$ cat src/design/tcp_consts.vh
// Purpose: shared constants for the timer/counter/pwm block
// Assumes: included by bare name from design files
// Notes: byte addresses of the AXI4-Lite register map
`ifndef TCP_CONSTS_VH
`define TCP_CONSTS_VH

// register byte addresses
`define TCP_A_CTRL 8'h00
`define TCP_A_PERIOD 8'h04
`define TCP_A_COMPARE 8'h08
`define TCP_A_COUNT 8'h0C
`define TCP_A_CAPTURE 8'h10
`define TCP_A_DEADBAND 8'h14
`define TCP_A_PRESCALE 8'h18
`define TCP_A_INTSTAT 8'h1C
`define TCP_A_INTMASK 8'h20
`define TCP_A_STATUS 8'h24

// control register fields
`define TCP_C_EN 0
`define TCP_C_MODE_LO 1
`define TCP_C_MODE_HI 2
`define TCP_C_CMP_LO 3
`define TCP_C_CMP_HI 5
`define TCP_C_CLK_LO 6
`define TCP_C_CLK_HI 7
`define TCP_C_COMPL 8
`define TCP_C_START 9

// counting modes
`define TCP_MODE_FREE 2'h0
`define TCP_MODE_ONESHOT 2'h1
`define TCP_MODE_GATED 2'h2

// comparator relations
`define TCP_CMP_LESS_THAN 3'h0
`define TCP_CMP_LESS_OR_EQUAL 3'h1
`define TCP_CMP_EQUAL_TO 3'h2
`define TCP_CMP_GREATER_OR_EQUAL 3'h3
`define TCP_CMP_GREATER_THAN 3'h4

// count clock sources
`define TCP_CLK_SYS 2'h0
`define TCP_CLK_PRESCALE 2'h1
`define TCP_CLK_EXT 2'h2
`define TCP_CLK_EXT_FALL 2'h3

// interrupt bits
`define TCP_I_TC 0
`define TCP_I_CMP 1
`define TCP_I_CAP 2

// reset values
`define TCP_RST_CTRL 10'h000
`define TCP_RST_PERIOD 16'hFFFF
`define TCP_RST_COMPARE 16'h8000
`define TCP_RST_DEADBAND 8'h00
`define TCP_RST_PRESCALE 16'h0000

// axi responses
`define TCP_RESP_OKAY 2'h0
`define TCP_RESP_SLVERR 2'h2

`endif

$ cat src/design/tcp_deadband.v
// Purpose: complementary output pair with dead-band gap
// Assumes: tick marks one count clock; ref is the compare level
// Notes: both outputs low during each gap and while kill is high
`timescale 1ns/1ps
`default_nettype none
module tcp_deadband #(
	parameter DBW = 8
) (
	input wire aclk,
	input wire aresetn,
	input wire ce,
	input wire tick,
	input wire ref_in,
	input wire kill,
	input wire [DBW-1:0] db_len,
	output wire pwm_p,
	output wire pwm_n
);
	reg last_ff;
	reg [DBW-1:0] gap_ff;
	reg p_ff;
	reg n_ff;
	reg [DBW-1:0] nxt_gap;
	reg nxt_p;
	reg nxt_n;

	always @* begin
		nxt_gap = gap_ff;
		nxt_p = p_ff;
		nxt_n = n_ff;
		if (ref_in != last_ff) begin
			nxt_gap = db_len;
			nxt_p = 1'b0;
			nxt_n = 1'b0;
		end else if (gap_ff != {DBW{1'b0}}) begin
			if (tick) begin
				nxt_gap = gap_ff - {{(DBW-1){1'b0}}, 1'b1};
			end
		end else begin
			nxt_p = last_ff;
			nxt_n = ~last_ff;
		end
	end

	// state update, frozen while ce is low
	always @(posedge aclk) begin
		if (!aresetn) begin
			last_ff <= 1'b0;
			gap_ff <= {DBW{1'b0}};
			p_ff <= 1'b0;
			n_ff <= 1'b0;
		end else if (ce) begin
			last_ff <= ref_in;
			gap_ff <= nxt_gap;
			p_ff <= nxt_p;
			n_ff <= nxt_n;
		end
	end

	assign pwm_p = p_ff & ~kill;
	assign pwm_n = n_ff & ~kill;
endmodule // tcp_deadband
`default_nettype wire

$ cat src/design/tcp_timer.v
// Purpose: 16-bit down-counting timer, counter and pwm unit
// Assumes: all inputs synchronous to aclk; AXI4-Lite register access
// Notes: count clock is a one-cycle tick derived from the chosen source
//
// Added by the designer: the register offsets and the AXI4-Lite slave port.
`timescale 1ns/1ps
`default_nettype none
`include "tcp_consts.vh"

// Overview of operation
// - sixteen-bit counter, counts down only
// - software selects the count clock source
// - compare output uses selectable relation
// - period reloads on start, reset, terminal count
// - interrupt on terminal count, compare, capture
// - one-shot stops after one full period
// - gated mode counts only while enabled
// - compare and terminal count outputs, complementary option
// - complementary outputs separated by dead band
// - kill forces pwm outputs inactive
// - capture stores full counter value
module tcp_timer #(
	parameter CW = 16,
	parameter DBW = 8
) (
	input wire aclk,
	input wire aresetn,
	input wire ce,
	input wire [7:0] s_axi_awaddr,
	input wire s_axi_awvalid,
	output wire s_axi_awready,
	input wire [31:0] s_axi_wdata,
	input wire [3:0] s_axi_wstrb,
	input wire s_axi_wvalid,
	output wire s_axi_wready,
	output wire [1:0] s_axi_bresp,
	output wire s_axi_bvalid,
	input wire s_axi_bready,
	input wire [7:0] s_axi_araddr,
	input wire s_axi_arvalid,
	output wire s_axi_arready,
	output wire [31:0] s_axi_rdata,
	output wire [1:0] s_axi_rresp,
	output wire s_axi_rvalid,
	input wire s_axi_rready,
	input wire ext_clk_in,
	input wire timer_reset_in,
	input wire capture_in,
	input wire enable_in,
	input wire kill_in,
	output wire compare_out,
	output wire tc_out,
	output wire pwm_p_out,
	output wire irq
);
	// state codes, one-hot
	localparam [2:0] ST_IDLE = 3'b001;
	localparam [2:0] ST_RUN = 3'b010;
	localparam [2:0] ST_DONE = 3'b100;

	// registers, their next values and the write path nets
	reg [9:0] ctrl_ff;
	reg [CW-1:0] period_ff, compare_ff, count_ff, capture_ff, nxt_count;
	reg [DBW-1:0] db_ff;
	reg [15:0] presc_ff, pdiv_ff, nxt_pdiv;
	reg [2:0] istat_ff, imask_ff, state_ff, nxt_state;
	reg ext_q_ff, cap_q_ff, rst_q_ff, cmp_ff, tc_ff, en_q_ff, start_ff, nxt_tc, tc_evt, tick;
	reg aw_hold_ff, w_hold_ff, bvalid_ff, rvalid_ff;
	reg [7:0] aw_addr_ff;
	reg [31:0] w_data_ff, rdata_ff;
	reg [3:0] w_strb_ff;
	reg [1:0] bresp_ff, rresp_ff;
	wire [3:0] wr_strb;
	wire [7:0] wr_addr;
	wire [31:0] wr_data;
	wire [2:0] hw_set;
	wire do_write, cap_evt, rst_evt, gate_ok, cmp_now, pwm_n;

	// merge byte lanes into an old word
	function [31:0] merge;
		input [31:0] old;
		input [31:0] nw;
		input [3:0] strb;
		integer i;
		begin
			merge = old;
			for (i = 0; i < 4; i = i + 1) begin
				if (strb[i]) begin
					merge[i*8 +: 8] = nw[i*8 +: 8];
				end
			end
		end
	endfunction

	function cmp_rel;
		input [2:0] sel;
		input [CW-1:0] cnt;
		input [CW-1:0] cmpv;
		begin
			case (sel)
				`TCP_CMP_LESS_THAN: cmp_rel = cnt < cmpv;
				`TCP_CMP_LESS_OR_EQUAL: cmp_rel = cnt <= cmpv;
				`TCP_CMP_EQUAL_TO: cmp_rel = cnt == cmpv;
				`TCP_CMP_GREATER_OR_EQUAL: cmp_rel = cnt >= cmpv;
				`TCP_CMP_GREATER_THAN: cmp_rel = cnt > cmpv;
				default: cmp_rel = 1'b0;
			endcase
		end
	endfunction

	// write channel: address and data taken in either order
	assign s_axi_awready = ce & ~aw_hold_ff & ~bvalid_ff;
	assign s_axi_wready = ce & ~w_hold_ff & ~bvalid_ff;
	assign wr_addr = aw_hold_ff ? aw_addr_ff : s_axi_awaddr;
	assign wr_data = w_hold_ff ? w_data_ff : s_axi_wdata;
	assign wr_strb = w_hold_ff ? w_strb_ff : s_axi_wstrb;
	assign do_write = ce & ~bvalid_ff & (aw_hold_ff | s_axi_awvalid) & (w_hold_ff | s_axi_wvalid);
	assign s_axi_bvalid = bvalid_ff;
	assign s_axi_bresp = bresp_ff;
	assign s_axi_arready = ce & ~rvalid_ff;
	assign s_axi_rvalid = rvalid_ff;
	assign s_axi_rdata = rdata_ff;
	assign s_axi_rresp = rresp_ff;

	// merged write words; upper lanes beyond a register's width are dropped on purpose
	wire [31:0] m_ctrl = merge({22'h0, ctrl_ff}, wr_data, wr_strb);
	wire [31:0] m_period = merge({16'h0, period_ff}, wr_data, wr_strb);
	wire [31:0] m_compare = merge({16'h0, compare_ff}, wr_data, wr_strb);
	wire [31:0] m_db = merge({24'h0, db_ff}, wr_data, wr_strb);
	wire [31:0] m_presc = merge({16'h0, presc_ff}, wr_data, wr_strb);

	// write handshake bookkeeping
	always @(posedge aclk) begin
		if (!aresetn) begin
			aw_hold_ff <= 1'b0;
			aw_addr_ff <= 8'h00;
			w_hold_ff <= 1'b0;
			w_data_ff <= 32'h00000000;
			w_strb_ff <= 4'h0;
			bvalid_ff <= 1'b0;
			bresp_ff <= `TCP_RESP_OKAY;
		end else if (ce) begin
			if (do_write) begin
				aw_hold_ff <= 1'b0;
				w_hold_ff <= 1'b0;
				bvalid_ff <= 1'b1;
				bresp_ff <= (wr_addr > `TCP_A_STATUS || wr_addr[1:0] != 2'h0) ? `TCP_RESP_SLVERR : `TCP_RESP_OKAY;
			end else begin
				if (s_axi_awvalid && s_axi_awready) begin
					aw_hold_ff <= 1'b1;
					aw_addr_ff <= s_axi_awaddr;
				end
				if (s_axi_wvalid && s_axi_wready) begin
					w_hold_ff <= 1'b1;
					w_data_ff <= s_axi_wdata;
					w_strb_ff <= s_axi_wstrb;
				end
				if (s_axi_bready) begin
					bvalid_ff <= 1'b0;
				end
			end
		end
	end

	// read path, answer one cycle after the address is taken
	always @(posedge aclk) begin
		if (!aresetn) begin
			rvalid_ff <= 1'b0;
			rdata_ff <= 32'h00000000;
			rresp_ff <= `TCP_RESP_OKAY;
		end else if (ce) begin
			if (s_axi_arvalid && !rvalid_ff) begin
				rvalid_ff <= 1'b1;
				rresp_ff <= `TCP_RESP_OKAY;
				rdata_ff <= 32'h00000000;
				if (s_axi_araddr == `TCP_A_CTRL) begin
					rdata_ff[9:0] <= ctrl_ff;
				end else if (s_axi_araddr == `TCP_A_PERIOD) begin
					rdata_ff[CW-1:0] <= period_ff;
				end else if (s_axi_araddr == `TCP_A_COMPARE) begin
					rdata_ff[CW-1:0] <= compare_ff;
				end else if (s_axi_araddr == `TCP_A_COUNT) begin
					rdata_ff[CW-1:0] <= count_ff;
				end else if (s_axi_araddr == `TCP_A_CAPTURE) begin
					rdata_ff[CW-1:0] <= capture_ff;
				end else if (s_axi_araddr == `TCP_A_DEADBAND) begin
					rdata_ff[DBW-1:0] <= db_ff;
				end else if (s_axi_araddr == `TCP_A_PRESCALE) begin
					rdata_ff[15:0] <= presc_ff;
				end else if (s_axi_araddr == `TCP_A_INTSTAT) begin
					rdata_ff[2:0] <= istat_ff;
				end else if (s_axi_araddr == `TCP_A_INTMASK) begin
					rdata_ff[2:0] <= imask_ff;
				end else if (s_axi_araddr == `TCP_A_STATUS) begin
					rdata_ff[4:0] <= {tc_ff, cmp_ff, state_ff};
				end else begin
					rresp_ff <= `TCP_RESP_SLVERR;
				end
			end else if (s_axi_rready) begin
				rvalid_ff <= 1'b0;
			end
		end
	end

	// sticky events; a set wins over a write-one clear
	assign hw_set = {cap_evt, cmp_now & ~cmp_ff, tc_evt};
	assign irq = |(istat_ff & imask_ff);

	// software registers; start is a self-clearing pulse
	always @(posedge aclk) begin
		if (!aresetn) begin
			ctrl_ff <= `TCP_RST_CTRL;
			period_ff <= `TCP_RST_PERIOD;
			compare_ff <= `TCP_RST_COMPARE;
			db_ff <= `TCP_RST_DEADBAND;
			presc_ff <= `TCP_RST_PRESCALE;
			istat_ff <= 3'h0;
			imask_ff <= 3'h0;
		end else if (ce) begin
			ctrl_ff[`TCP_C_START] <= 1'b0;
			istat_ff <= istat_ff | hw_set;
			if (do_write) begin
				if (wr_addr == `TCP_A_CTRL) begin
					ctrl_ff <= m_ctrl[9:0];
				end else if (wr_addr == `TCP_A_PERIOD) begin
					period_ff <= m_period[CW-1:0];
				end else if (wr_addr == `TCP_A_COMPARE) begin
					compare_ff <= m_compare[CW-1:0];
				end else if (wr_addr == `TCP_A_DEADBAND) begin
					db_ff <= m_db[DBW-1:0];
				end else if (wr_addr == `TCP_A_PRESCALE) begin
					presc_ff <= m_presc[15:0];
				end else if (wr_addr == `TCP_A_INTSTAT) begin
					if (wr_strb[0]) begin
						istat_ff <= (istat_ff & ~wr_data[2:0]) | hw_set;
					end
				end else if (wr_addr == `TCP_A_INTMASK) begin
					if (wr_strb[0]) begin
						imask_ff <= wr_data[2:0];
					end
				end
			end
		end
	end

	always @* begin
		nxt_pdiv = pdiv_ff + 16'h0001;
		case (ctrl_ff[`TCP_C_CLK_HI:`TCP_C_CLK_LO])
			`TCP_CLK_SYS: tick = 1'b1;
			`TCP_CLK_PRESCALE: tick = (pdiv_ff == presc_ff);
			`TCP_CLK_EXT: tick = ext_clk_in & ~ext_q_ff;
			default: tick = ~ext_clk_in & ext_q_ff;
		endcase
		if (pdiv_ff == presc_ff) begin
			nxt_pdiv = 16'h0000;
		end
	end

	// inputs are taken as synchronous, edges seen in aclk
	assign cap_evt = capture_in & ~cap_q_ff;
	assign rst_evt = timer_reset_in & ~rst_q_ff;
	// gated mode needs the enable input
	assign gate_ok = (ctrl_ff[`TCP_C_MODE_HI:`TCP_C_MODE_LO] != `TCP_MODE_GATED) | enable_in;
	assign cmp_now = (state_ff != ST_IDLE) & cmp_rel(ctrl_ff[`TCP_C_CMP_HI:`TCP_C_CMP_LO], count_ff, compare_ff);

	// counter state machine
	always @* begin
		nxt_count = count_ff;
		nxt_state = state_ff;
		nxt_tc = tc_ff;
		tc_evt = 1'b0;
		case (state_ff)
			ST_IDLE: begin
				nxt_tc = 1'b0;
				if (start_ff) begin
					nxt_count = period_ff;
					nxt_state = ST_RUN;
				end
			end
			ST_RUN: begin
				if (!ctrl_ff[`TCP_C_EN]) begin
					nxt_state = ST_IDLE;
					nxt_tc = 1'b0;
				end else if (rst_evt) begin
					nxt_count = period_ff;
					nxt_tc = 1'b0;
				end else if (tick && gate_ok) begin
					nxt_tc = 1'b0;
					if (count_ff == {CW{1'b0}}) begin
						nxt_count = period_ff;
						// one-shot stops at end of period
						if (ctrl_ff[`TCP_C_MODE_HI:`TCP_C_MODE_LO] == `TCP_MODE_ONESHOT) begin
							nxt_state = ST_DONE;
						end
					end else begin
						nxt_count = count_ff - {{(CW-1){1'b0}}, 1'b1};
						if (nxt_count == {CW{1'b0}}) begin
							nxt_tc = 1'b1;
							tc_evt = 1'b1;
						end
					end
				end
			end
			ST_DONE: begin
				nxt_tc = 1'b0;
				if (start_ff || rst_evt) begin
					nxt_count = period_ff;
					nxt_state = ST_RUN;
				end else if (!ctrl_ff[`TCP_C_EN]) begin
					nxt_state = ST_IDLE;
				end
			end
			default: begin
				nxt_state = ST_IDLE;
			end
		endcase
	end

	// counter, capture and edge history
	always @(posedge aclk) begin
		if (!aresetn) begin
			state_ff <= ST_IDLE;
			count_ff <= {CW{1'b0}};
			capture_ff <= {CW{1'b0}};
			pdiv_ff <= 16'h0000;
			ext_q_ff <= 1'b0;
			cap_q_ff <= 1'b0;
			rst_q_ff <= 1'b0;
			cmp_ff <= 1'b0;
			tc_ff <= 1'b0;
			en_q_ff <= 1'b0;
			start_ff <= 1'b0;
		end else if (ce) begin
			state_ff <= nxt_state;
			count_ff <= nxt_count;
			pdiv_ff <= nxt_pdiv;
			ext_q_ff <= ext_clk_in;
			cap_q_ff <= capture_in;
			rst_q_ff <= timer_reset_in;
			cmp_ff <= cmp_now;
			tc_ff <= nxt_tc;
			en_q_ff <= ctrl_ff[`TCP_C_EN];
			// start on enable rise or start bit while enabled
			start_ff <= ctrl_ff[`TCP_C_EN] & (~en_q_ff | ctrl_ff[`TCP_C_START]);
			if (cap_evt) begin
				capture_ff <= count_ff;
			end
		end
	end

	// dead-band pair driven from the compare level
	tcp_deadband #(.DBW(DBW)) tcp_deadband_i (.aclk(aclk), .aresetn(aresetn), .ce(ce), .tick(tick),
		.ref_in(cmp_ff), .kill(kill_in), .db_len(db_ff), .pwm_p(pwm_p_out), .pwm_n(pwm_n));

	// tc line may carry the complementary output
	assign tc_out = ctrl_ff[`TCP_C_COMPL] ? pwm_n : tc_ff;
	assign compare_out = cmp_ff & ~kill_in;
endmodule // tcp_timer
`default_nettype wire

$ cat config.mk
export PLATFORM = sky130hd
export DESIGN_NAME = tcp_timer
export DESIGN_NICKNAME = d
export VERILOG_FILES = /design/src/design/tcp_deadband.v /design/src/design/tcp_timer.v
export VERILOG_INCLUDE_DIRS = /design/src /design/src/design
export SDC_FILE = /design/constraint.sdc
export NUM_CORES = 1
export LEC_CHECK = 0
export BUFFER_PORTS_ARGS = -buffer_cell sky130_fd_sc_hd__buf_2
export CAP_MARGIN = 40
export CORE_AREA = 2 2 218 166
export DETAILED_ROUTE_END_ITERATION = 16
export DIE_AREA = 0 0 220 168
export PLACE_DENSITY_LB_ADDON = 0.3
export REMOVE_ABC_BUFFERS = 1
export SLEW_MARGIN = 10
export SYNTH_ARGS = -nofsm -noshare
export SYNTH_HDL_FRONTEND = slang
export SYNTH_HIERARCHICAL = 1
export SYNTH_SLANG_ARGS = --single-unit
$ cat constraint.sdc
create_clock -name aclk -period 5.5 [get_ports aclk]
set_input_delay 0 -clock aclk [delete_from_list [all_inputs] [get_ports aclk]]
set_output_delay 0 -clock aclk [all_outputs]
set_load 0.02 [all_outputs]
## Word-level counts from Yosys, hierarchy flattened

Index checks and enable logic that the tools add are counted.

- Register bits: 191
- Output and inout port bits: 45
- Input bits: 65

- Equal/unequal tests: 42
- Reduce and logical (&&, ||, !) cells: 50
- Add/subtract/negate cells: 3
- $lt $le $gt $ge: 5
- Bitwise gates (word level): 46
- Multiplexer cells: 86

Operators by type and width:

| kind | number |
|---|---|
| $mux 16 | 12 |
| $eq 8x5->1 const B | 7 |
| $mux 8 | 7 |
| $mux 3 | 18 |
| $pmux 16 s3 | 1 |
| $eq 16x16->1 | 2 |
| $logic_not 16->1 | 2 |
| $mux 10 | 3 |
| $mux 2 | 15 |
| $eq 8x4->1 const B | 3 |
| $eq 8x6->1 const B | 3 |
| $mux 1 | 22 |
| $ne 3x3->1 const B | 7 |
| $not 1->1 | 19 |
| $and 1x1->1 | 18 |
| $reduce_and 2->1 | 9 |
| $reduce_and 6->1 | 3 |
| $add 16x1->16 const B | 1 |
| $eq 8x3->1 const B | 2 |
| $ge 16x16->1 | 1 |
| $gt 16x16->1 | 1 |
| $le 16x16->1 | 1 |
| $logic_not 8->1 | 2 |
| $lt 16x16->1 | 1 |
| other kinds (40) | 72 |

## Longest topological paths before layout

Gate-level depths: netlist of the first run.

- Word-level depth: 17
- Mapped depth: 10
- Depth with buffers taken out: 9

## Modules after synthesis

The synthesis of the first run kept the hierarchy.

Modules (own cells, without submodules):

| module | cells an instance | times used | seq. area each (sq um) | area each (sq um) |
|---|---|---|---|---|
| tcp_timer | 1172 | 1 | 3563.4 | 9623.0 |
| tcp_deadband | 92 | 1 | 220.2 | 733.2 |

## Least setup slack after synthesis of the first run

OpenSTA, ideal clock, no wires.

- Path type: flip-flop to flip-flop
- Start: register count_ff[0]
- End: register count_ff[1]
- Arrival: 2.197 ns
- Cell stages (with the launch flop): 10
- Setup time: 0.070 ns
- Setup slack: 3.233 ns
- Data required time: 5.430 ns
- Cells stage by stage: dfxtp_1 inv_1 ha_1 nor3b_2 nand4_1 o21a_1 buf_2 buf_2 a211o_1 a21oi_1

- Word-level cells in the longest chain between the ends: 6
- Elaborated cells between the ends (all ways): 7
- Those cells by class: 1 x add/sub; 5 x mux; 1 x reduce/logical

RTL lines:

| what | line | RTL |
|---|---|---|
| from (decl) | tcp_timer.v:63 | `reg [CW-1:0] period_ff, compare_ff, count_ff, capture_ff, nxt_count;` |
| from (signal assigned) | tcp_timer.v:323 | `count_ff <= {CW{1'b0}};` |
| from (signal assigned) | tcp_timer.v:335 | `count_ff <= nxt_count;` |
| $sub 16x1->16 / $logic_not 16->1 (equally long branches) | tcp_timer.v:296, tcp_timer.v:289 |  |
| $mux 16 * | tcp_timer.v:289 | `if (count_ff == {CW{1'b0}}) begin` |
| $mux 16 * | tcp_timer.v:287 | `end else if (tick && gate_ok) begin` |
| $mux 16 * | tcp_timer.v:284 | `end else if (rst_evt) begin` |
| $mux 16 * | tcp_timer.v:281 | `` if (!ctrl_ff[`TCP_C_EN]) begin `` |
| $pmux 16 s3 * | tcp_timer.v:272 | `case (state_ff)` |

Every way passes the cells marked *; elsewhere a longest branch is shown, timed or not. The select of a mux whose other input is x is not followed.
A chain may end at the register's enable or synchronous reset.

## Worst setup path in the final report of the first run

- Start: register count_ff[0]
- End: register count_ff[10]

The elaborated chain is that of the path after synthesis.

==> summary.txt, run 1 <==
Synth Flop Type - dfxtp_1
Required time worst endpoint - 5810 ps
DRC violations left - 0
Pin count of the biggest net entering global routing - 68
Mean Syn Cell Area - 8.19 µm²
First-pass GRT wire length - 54400 µm
Count of flip-flops with a built-in enable after synthesis - 0
Pwr dens - 279 mW/mm²
CTS tree - built
Cells after Synth - 1264
Chip height - 168 µm
DR vias/cell - 5.37
Port Buf Inserts - 73
XOR/XNOR Fraction of Synth Area - 2.96%
Largest fanout on the critical path - 18
Final Critical Period - 3220 ps
Post-synthesis cell type count - 85
Most frequent cell after synthesis - dfxtp_1
Post-Synth Adder-Cell Area - 2.78%
Fin Hold WS - 59.3 ps
Pre-antenna DRT Iters - 5
Fmax achieved - 311 MHz
Final TNS setup - 0 ps
Area fraction in compound gates after synthesis - 18.7%
Drt wl/cell - 19.7 µm
Nets - 1426
Min-Delay Path Class - input port to flop
Clk root buf - clkbuf_16
Status - complete, no violations
Final Core Density - 34.5%
Final Max Tran Viols - 0
Static leakage - 4.66 nW
H-tree depth - 4
GP Congestion - 0.928
Antenna viol nets, final - 0
Largest family of logic cells by synthesized area - simple AND/OR/NAND/NOR gates
Synth top cells by count - dfxtp_1 (189), nor2_1 (162), nand2_1 (142), mux2i_1 (91), a21oi_1 (85)
Final hold vios - 0
Crit end category - flop
Critical Path Start Type - flop
Setup-failing EPs final - 0
Final Skew - 14.1 ps
Postcts setup bufs - 0
Sink Count - 189
HPWL Detailed - 26200 µm
Mux cell area share after synthesis - 10.6%
Proportion of netlist area held by the largest area contributor - 36.5%
Slew @ Worst Pin - 986 ps
Worst-path clk slew - 80 ps
Number of global-route vias before repair - 8989
Initial drt markers - 1145
Initial antenna violation count - 1
Maximum resistive drop on vdd - 0.142 mV
Post_cts resized - 0
Mapped cell area - 0.0104 mm²
Initial core utilization - 29.5%
ANT cells - 0
YS warnings - 6
Via count - 9751
Pre-CTS setup slack - 2440 ps
# IOs - 110
Seq/Total Area, Yosys - 36.5%
Clk_lat worst skew - 460 ps
Total of max-cap violations - 0
Synth-to-Final Area Change - 17.0%
Cells taking the most area after synthesis - dfxtp_1 (37%), mux2i_1 (8.8%), nor2_1 (5.9%)
Layout cells sized above 1 - 13.0%
Core area - 0.0351 mm²
Total Wirelength - 35900 µm
Relative slew margins - 34.3%
Critical path class - flop to flop
RSZ-0062 raised after global routing - no
Critical path data arrival time - 3530 ps
Die Wd - 220 µm
Worst setup margin - 2280 ps
Num CTS Buffers - 17
Row count - 60
Synth Register Bits - 189
Die area - 0.0370 mm²
Synth async-reset ratio - 0%
Congestion Overflow GR - 0
CTS Buffer Depth - 2
Area leader, netlist - dfxtp_1
Period utilisation layout - 58.5%
Simple-gate share of the synthesized area - 22.6%
All-layer global routing usage - 19.5%
==> path summary, 6_finish.rpt <==
kind | to | start | cells past startpoint | slack (ps)
setup / recovery | count_ff[10]$_SDFFE_PN0P_ | count_ff[0]$_SDFFE_PN0P_ | 8 | 2280
setup reg to reg | count_ff[10]$_SDFFE_PN0P_ | count_ff[0]$_SDFFE_PN0P_ | 8 | 2280
hold / removal | pdiv_ff[0]$_SDFFE_PN0P_ | ce | 3 | 60
hold reg to reg | s_axi_rdata[10]$_SDFFE_PN0P_ | s_axi_rdata[10]$_SDFFE_PN0P_ | 2 | 450
==> flip-flops by register name (all words and copies together) (netlist names), 8 cells and up <==
signal and cells:
db_ff 8, pdiv_ff 16, count_ff 16, compare_ff 16, s_axi_rdata 16, tcp_deadband_i/gap_ff 8, aw_addr_ff 8, period_ff 16
ctrl_ff 10, capture_ff 16, presc_ff 16, w_data_ff 16
==> worst max-delay path, stage by stage, from the launching register on <==
cell	delay (ps)
dfxtp_1	420
inv_1	160
ha_1	340
nor3b_2	530
nand4_1	450
o21a_1	630
mux2i_1	290
a2bb2oi_1	170
nor2_1	50
==> cell usage in the layout, fill, tap and decap left out, types with 8 or more instances in the layout <==
cell           count
dfxtp_1          189
nor4_1             9
buf_4             19
nand3_1           32
a31oi_1           11
mux2i_1           91
nor2b_1           19
nand2_1          142
xnor2_1           27
conb_1            18
inv_1             33
mux2_2            17
o22ai_1            9
nand4_1           18
clkbuf_16         17
buf_2             75
o211ai_1          18
nor3_1            26
xor2_1             8
dlygate4sd3_1     39
a211oi_1          32
a21o_1            12
o21ai_0           54
nor2_1           162
ha_1              23
a221oi_1          10
nand2b_1          12
and3_1             9
a21oi_1           85
==> cell families (layout without fill, tap and decap cells) <==
kind of cell / count (synthesis) / in the layout
flops: 189 / 189
simple gates: 482 / 482
other cells: 1 / 18
mux: 108 / 108
xor+xnor: 35 / 35
compound gates: 294 / 294
buf+inv: 132 / 202
fa+ha+maj: 23 / 23
==> power by group <==
group	internal (mW)	total, mW	switching [mW]	leakage, nW
combinational	0.219	0.540	0.321	2.82
sequential	1.41	1.46	0.0522	1.53
clock	0.790	1.37	0.584	0.311
total	2.42	3.38	0.957	4.66
==> layout make-up <==
cell class                 instances  area (µm²)
clock buffer                      20         457
tap                              465         582
sequential                       189        3780
fill                            3700       23000
inverter                          36         138
clock inverter                    12         185
timing repair buffer             134         920
multi-input combinational        960        6050
==> timing repair <==
action,4_1_cts,5_1_grt
hold endpoints to repair,47,0
hold buffers,39,0
endpoints found under the setup margin,0,0
==> per-stage QoR <==
step | power (mW) | std cells | cell area [µm²]
after floorplan | 1.83 | 1185 | 9960
after global placement | 1.99 | 1736 | 11000
after detailed placement | 2.01 | 1745 | 11100
after CTS | 3.40 | 1816 | 12100
after global routing | 3.51 | 1816 | 12100
final | 3.38 | 1816 | 12100
==> per-layer routing <==
| metal | share of wire (%) | vias up | wire length [µm] | track usage, % |
|---|---|---|---|---|
| li1 | - | 4645 | - | - |
| met1 | 48 | 4671 | 17300 | 28.9 |
| met2 | 40 | 385 | 14400 | 26.9 |
| met3 | 9.9 | 50 | 3540 | 6.31 |
| met4 | 1.8 | 0 | 641 | 4.67 |
| met5 | 0 | - | 0 | 0 |
(Power assumes the default switching activity.)
==> inputs of run 2 (changes only) <==
Settings changed: ABC_AREA set to 1, CORE_AREA 2 2 218 166 to 2 2 215 164, DIE_AREA 0 0 220 168 to 0 0 217 166.
Clock period 5.5 ns to 3.05 ns, I/O delays scaled along.
==> run 2 against run 1 <==
Effect of this change: register-to-register slack worse by 1900 ps; die area is 2.5% lower; worst setup slack worse by 1900 ps; worst hold slack better by 36 ps; clock power is 78% higher; clock skew is 4.4 ps lower; global-route usage is 0.84 points lower; synthesized cell count is 18% higher; wire length is 6.2% lower; largest power group unchanged.
==> summary.txt, run 2 <==
Drt wl/cell - 16.4 µm (was 19.7 µm)
Required time worst endpoint - 3400 ps (was 5810 ps)
Slew @ Worst Pin - 775 ps (was 986 ps)
Register-to-register setup slack - 410 ps (was 2280 ps)
Reg2reg start - aw_hold_ff$_SDFFE_PN0P_ (was count_ff[0]$_SDFFE_PN0P_)
Congestion Overflow GR - 0 (unchanged)
Sink Count - 189 (unchanged)
Num CTS Buffers - 17 (unchanged)
Pwr dens - 708 mW/mm² (was 279 mW/mm²)
Fmax achieved - 379 MHz (was 311 MHz)
CP startpoint - aw_hold_ff$_SDFFE_PN0P_ (was count_ff[0]$_SDFFE_PN0P_)
Area fraction in compound gates after synthesis - 23.9% (was 18.7%)
Synth top cells by count - nand2_1 (293), inv_1 (202), a21oi_1 (191), dfxtp_1 (189), o21ai_0 (167) (was dfxtp_1 (189), nor2_1 (162), nand2_1 (142), mux2i_1 (91), a21oi_1 (85))
Row count - 59 (was 60)
Worst reg2reg path endpoint - ctrl_ff[4]$_SDFFE_PN0P_ (was count_ff[10]$_SDFFE_PN0P_)
First-pass GRT wire length - 51800 µm (was 54400 µm)
Total Wirelength - 33600 µm (was 35900 µm)
Critical path class - flop to flop (unchanged)
Cells taking the most area after synthesis - dfxtp_1 (38%), nand2_1 (11%), a21oi_1 (9.5%) (was dfxtp_1 (37%), mux2i_1 (8.8%), nor2_1 (5.9%))
Setup-failing EPs final - 0 (unchanged)
GP Congestion - 0.908 (was 0.928)
CTS tree - built (unchanged)
Fin Hold WS - 95.5 ps (was 59.3 ps)
Layout cells sized above 1 - 9.71% (was 13.0%)
Status - complete, no violations (unchanged)
Final Skew - 9.79 ps (was 14.1 ps)
Synth-to-Final Area Change - 17.7% (was 17.0%)
YS warnings - 6 (unchanged)
HPWL Detailed - 25100 µm (was 26200 µm)
Most frequent cell after synthesis - nand2_1 (was dfxtp_1)
Area leader, netlist - dfxtp_1 (unchanged)
Final Max Tran Viols - 0 (unchanged)
DRC violations left - 0 (unchanged)
H-tree depth - 4 (unchanged)
Mux cell area share after synthesis - 0.0994% (was 10.6%)
Synth Register Bits - 189 (unchanged)
Initial antenna violation count - 0 (was 1)
Most frequent cells in the layout - nand2_1 (293), inv_1 (202), a21oi_1 (191) (was dfxtp_1 (189), nor2_1 (162), nand2_1 (142))
Final TNS setup - 0 ps (unchanged)
Critical path data arrival time - 2990 ps (was 3530 ps)
Proportion of netlist area held by the largest area contributor - 37.6% (was 36.5%)
XOR/XNOR Fraction of Synth Area - 1.65% (was 2.96%)
Postcts setup bufs - 0 (unchanged)
DR vias/cell - 4.92 (was 5.37)
Total power - 8.40 mW (was 3.38 mW)
ANT cells - 0 (unchanged)
Total of max-cap violations - 0 (unchanged)
RSZ-0062 raised after global routing - no (unchanged)
Port Buf Inserts - 73 (unchanged)
Largest fanout on the critical path - 16 (was 18)
Initial core utilization - 29.5% (about the same)
Largest family of logic cells by synthesized area - compound AO/OA/AOI/OAI gates (was simple AND/OR/NAND/NOR gates)
# IOs - 110 (unchanged)
Critical Path Sink - ctrl_ff[4]$_SDFFE_PN0P_ (was count_ff[10]$_SDFFE_PN0P_)
All-layer global routing usage - 18.7% (was 19.5%)
CTS Buffer Depth - 2 (unchanged)
Final Critical Period - 2640 ps (was 3220 ps)
Die Wd - 217 µm (was 220 µm)
Via count - 10103 (was 9751)
Count of flip-flops with a built-in enable after synthesis - 0 (unchanged)
Initial drt markers - 904 (was 1145)
Mean Syn Cell Area - 6.77 µm² (was 8.19 µm²)
Mapped cell area - 0.0101 mm² (was 0.0104 mm²)
Simple-gate share of the synthesized area - 22.2% (was 22.6%)
Crit end category - flop (unchanged)
Maximum resistive drop on vdd - 0.360 mV (was 0.142 mV)
Seq/Total Area, Yosys - 37.6% (was 36.5%)
Static leakage - 5.01 nW (was 4.66 nW)
Clk_lat worst skew - 470 ps (was 460 ps)
Synth Flop Type - dfxtp_1 (unchanged)
Commonest non-fill, non-tap cell in the layout - nand2_1 (was dfxtp_1)
Cells after Synth - 1489 (was 1264)
Pin count of the biggest net entering global routing - 133 (was 68)
Core area - 0.0341 mm² (was 0.0351 mm²)
Post-Synth Adder-Cell Area - 2.86% (was 2.78%)
Final Core Density - 34.8% (was 34.5%)
Antenna viol nets, final - 0 (unchanged)
Post-synthesis cell type count - 54 (was 85)
Min-Delay Path Class - input port to flop (unchanged)
Final hold vios - 0 (unchanged)
Critical Path Start Type - flop (unchanged)
Die area - 0.0360 mm² (was 0.0370 mm²)
Clk root buf - clkbuf_16 (unchanged)
Pre-antenna DRT Iters - 6 (was 5)
Nets - 1672 (was 1426)
Register-to-Register Path Depth - 7 (was 8)
Chip height - 166 µm (was 168 µm)
Number of global-route vias before repair - 9118 (was 8989)
Period utilisation layout - 86.6% (was 58.5%)
Worst-path clk slew - 70 ps (was 80 ps)
Relative slew margins - 48.3% (was 34.3%)
Synth async-reset ratio - 0% (unchanged)
[run 2: cell types whose count changed after synthesis, moves of 18 or more]
cell,change
a211oi_1,-30
a21oi_1,+106
clkbuf_1,-18
inv_1,+168
mux2i_1,-90
nand2_1,+151
nand3_1,+18
nor2_1,-37
nor2b_1,-19
o21ai_0,+113
o21ai_1,+25
xnor2_1,-25
[run 2: power by group]
part	leakage, nW	total (mW)	switching, mW	internal (mW)
clock network	0.304	2.44	1.12	1.33
registers	1.54	2.98	0.267	2.71
logic	3.17	2.98	2.02	0.963
[run 2: worst min path at each step]
stage                              from  slack, ps  cells past startpoint                      endpoint
final                     s_axi_arvalid        100                      5   s_axi_rresp[1]$_SDFFE_PN0P_
after global routing      s_axi_arvalid        110                      5  s_axi_rdata[14]$_SDFFE_PN0P_
after CTS                 s_axi_arvalid         80                      5   s_axi_rresp[1]$_SDFFE_PN0P_
after detailed placement   s_axi_bready        230                      2     s_axi_bvalid$_SDFFE_PN0P_
after global placement     s_axi_bready        220                      2     s_axi_bvalid$_SDFFE_PN0P_
after floorplan                 kill_in         80                      1                   compare_out
[run 2: critical path, stage by stage (launching register included)]
cell and delay, ps:
dfxtp_1 650, nor2_1 180, nor3_4 450, nand4_1 260, nor2_1 350, inv_1 300, o21ai_0 270, a21oi_1 60
[run 2: layout make-up]
type / count / area, µm²
inverter: 210 / 793
sequential: 189 / 3780
tap: 457 / 572
timing repair buffer: 132 / 913
multi-input combinational: 1034 / 5170
clock inverter: 14 / 195
fill: 3697 / 22200
clock buffer: 18 / 429
[run 2: logic make-up after synthesis]
group | after synthesis
simple gates | 527
mux | 1
compound gates | 446
buf+inv | 283
fa+ha+maj | 23
xor+xnor | 19
other cells | 1
flops | 189
[run 2: per-stage QoR]
stage                     worst slack [ps]  area (µm²)  instances
final                                  410       11900       2054
after floorplan                        671        9750       1433
after CTS                              433       11900       2054
after detailed placement               457       10900       1986
after global placement                 527       10900       1986
after global routing                   145       11900       2054
[run 2: per-layer routing]
| layer | vias to the layer above | track usage [%] | share of wire, % |
|---|---|---|---|
| met5 | - | 0 | 0 |
| met4 | 0 | 5.45 | 1.9 |
| met3 | 41 | 5.27 | 8.6 |
| met2 | 328 | 26.6 | 41 |
| met1 | 4667 | 27.1 | 49 |
| li1 | 5067 | - | - |
[run 2: repair_timing]
action / CTS / global route
hold buffers: 36 / 0
hold endpoints to repair: 47 / 0
gates resized for setup: 0 / 0
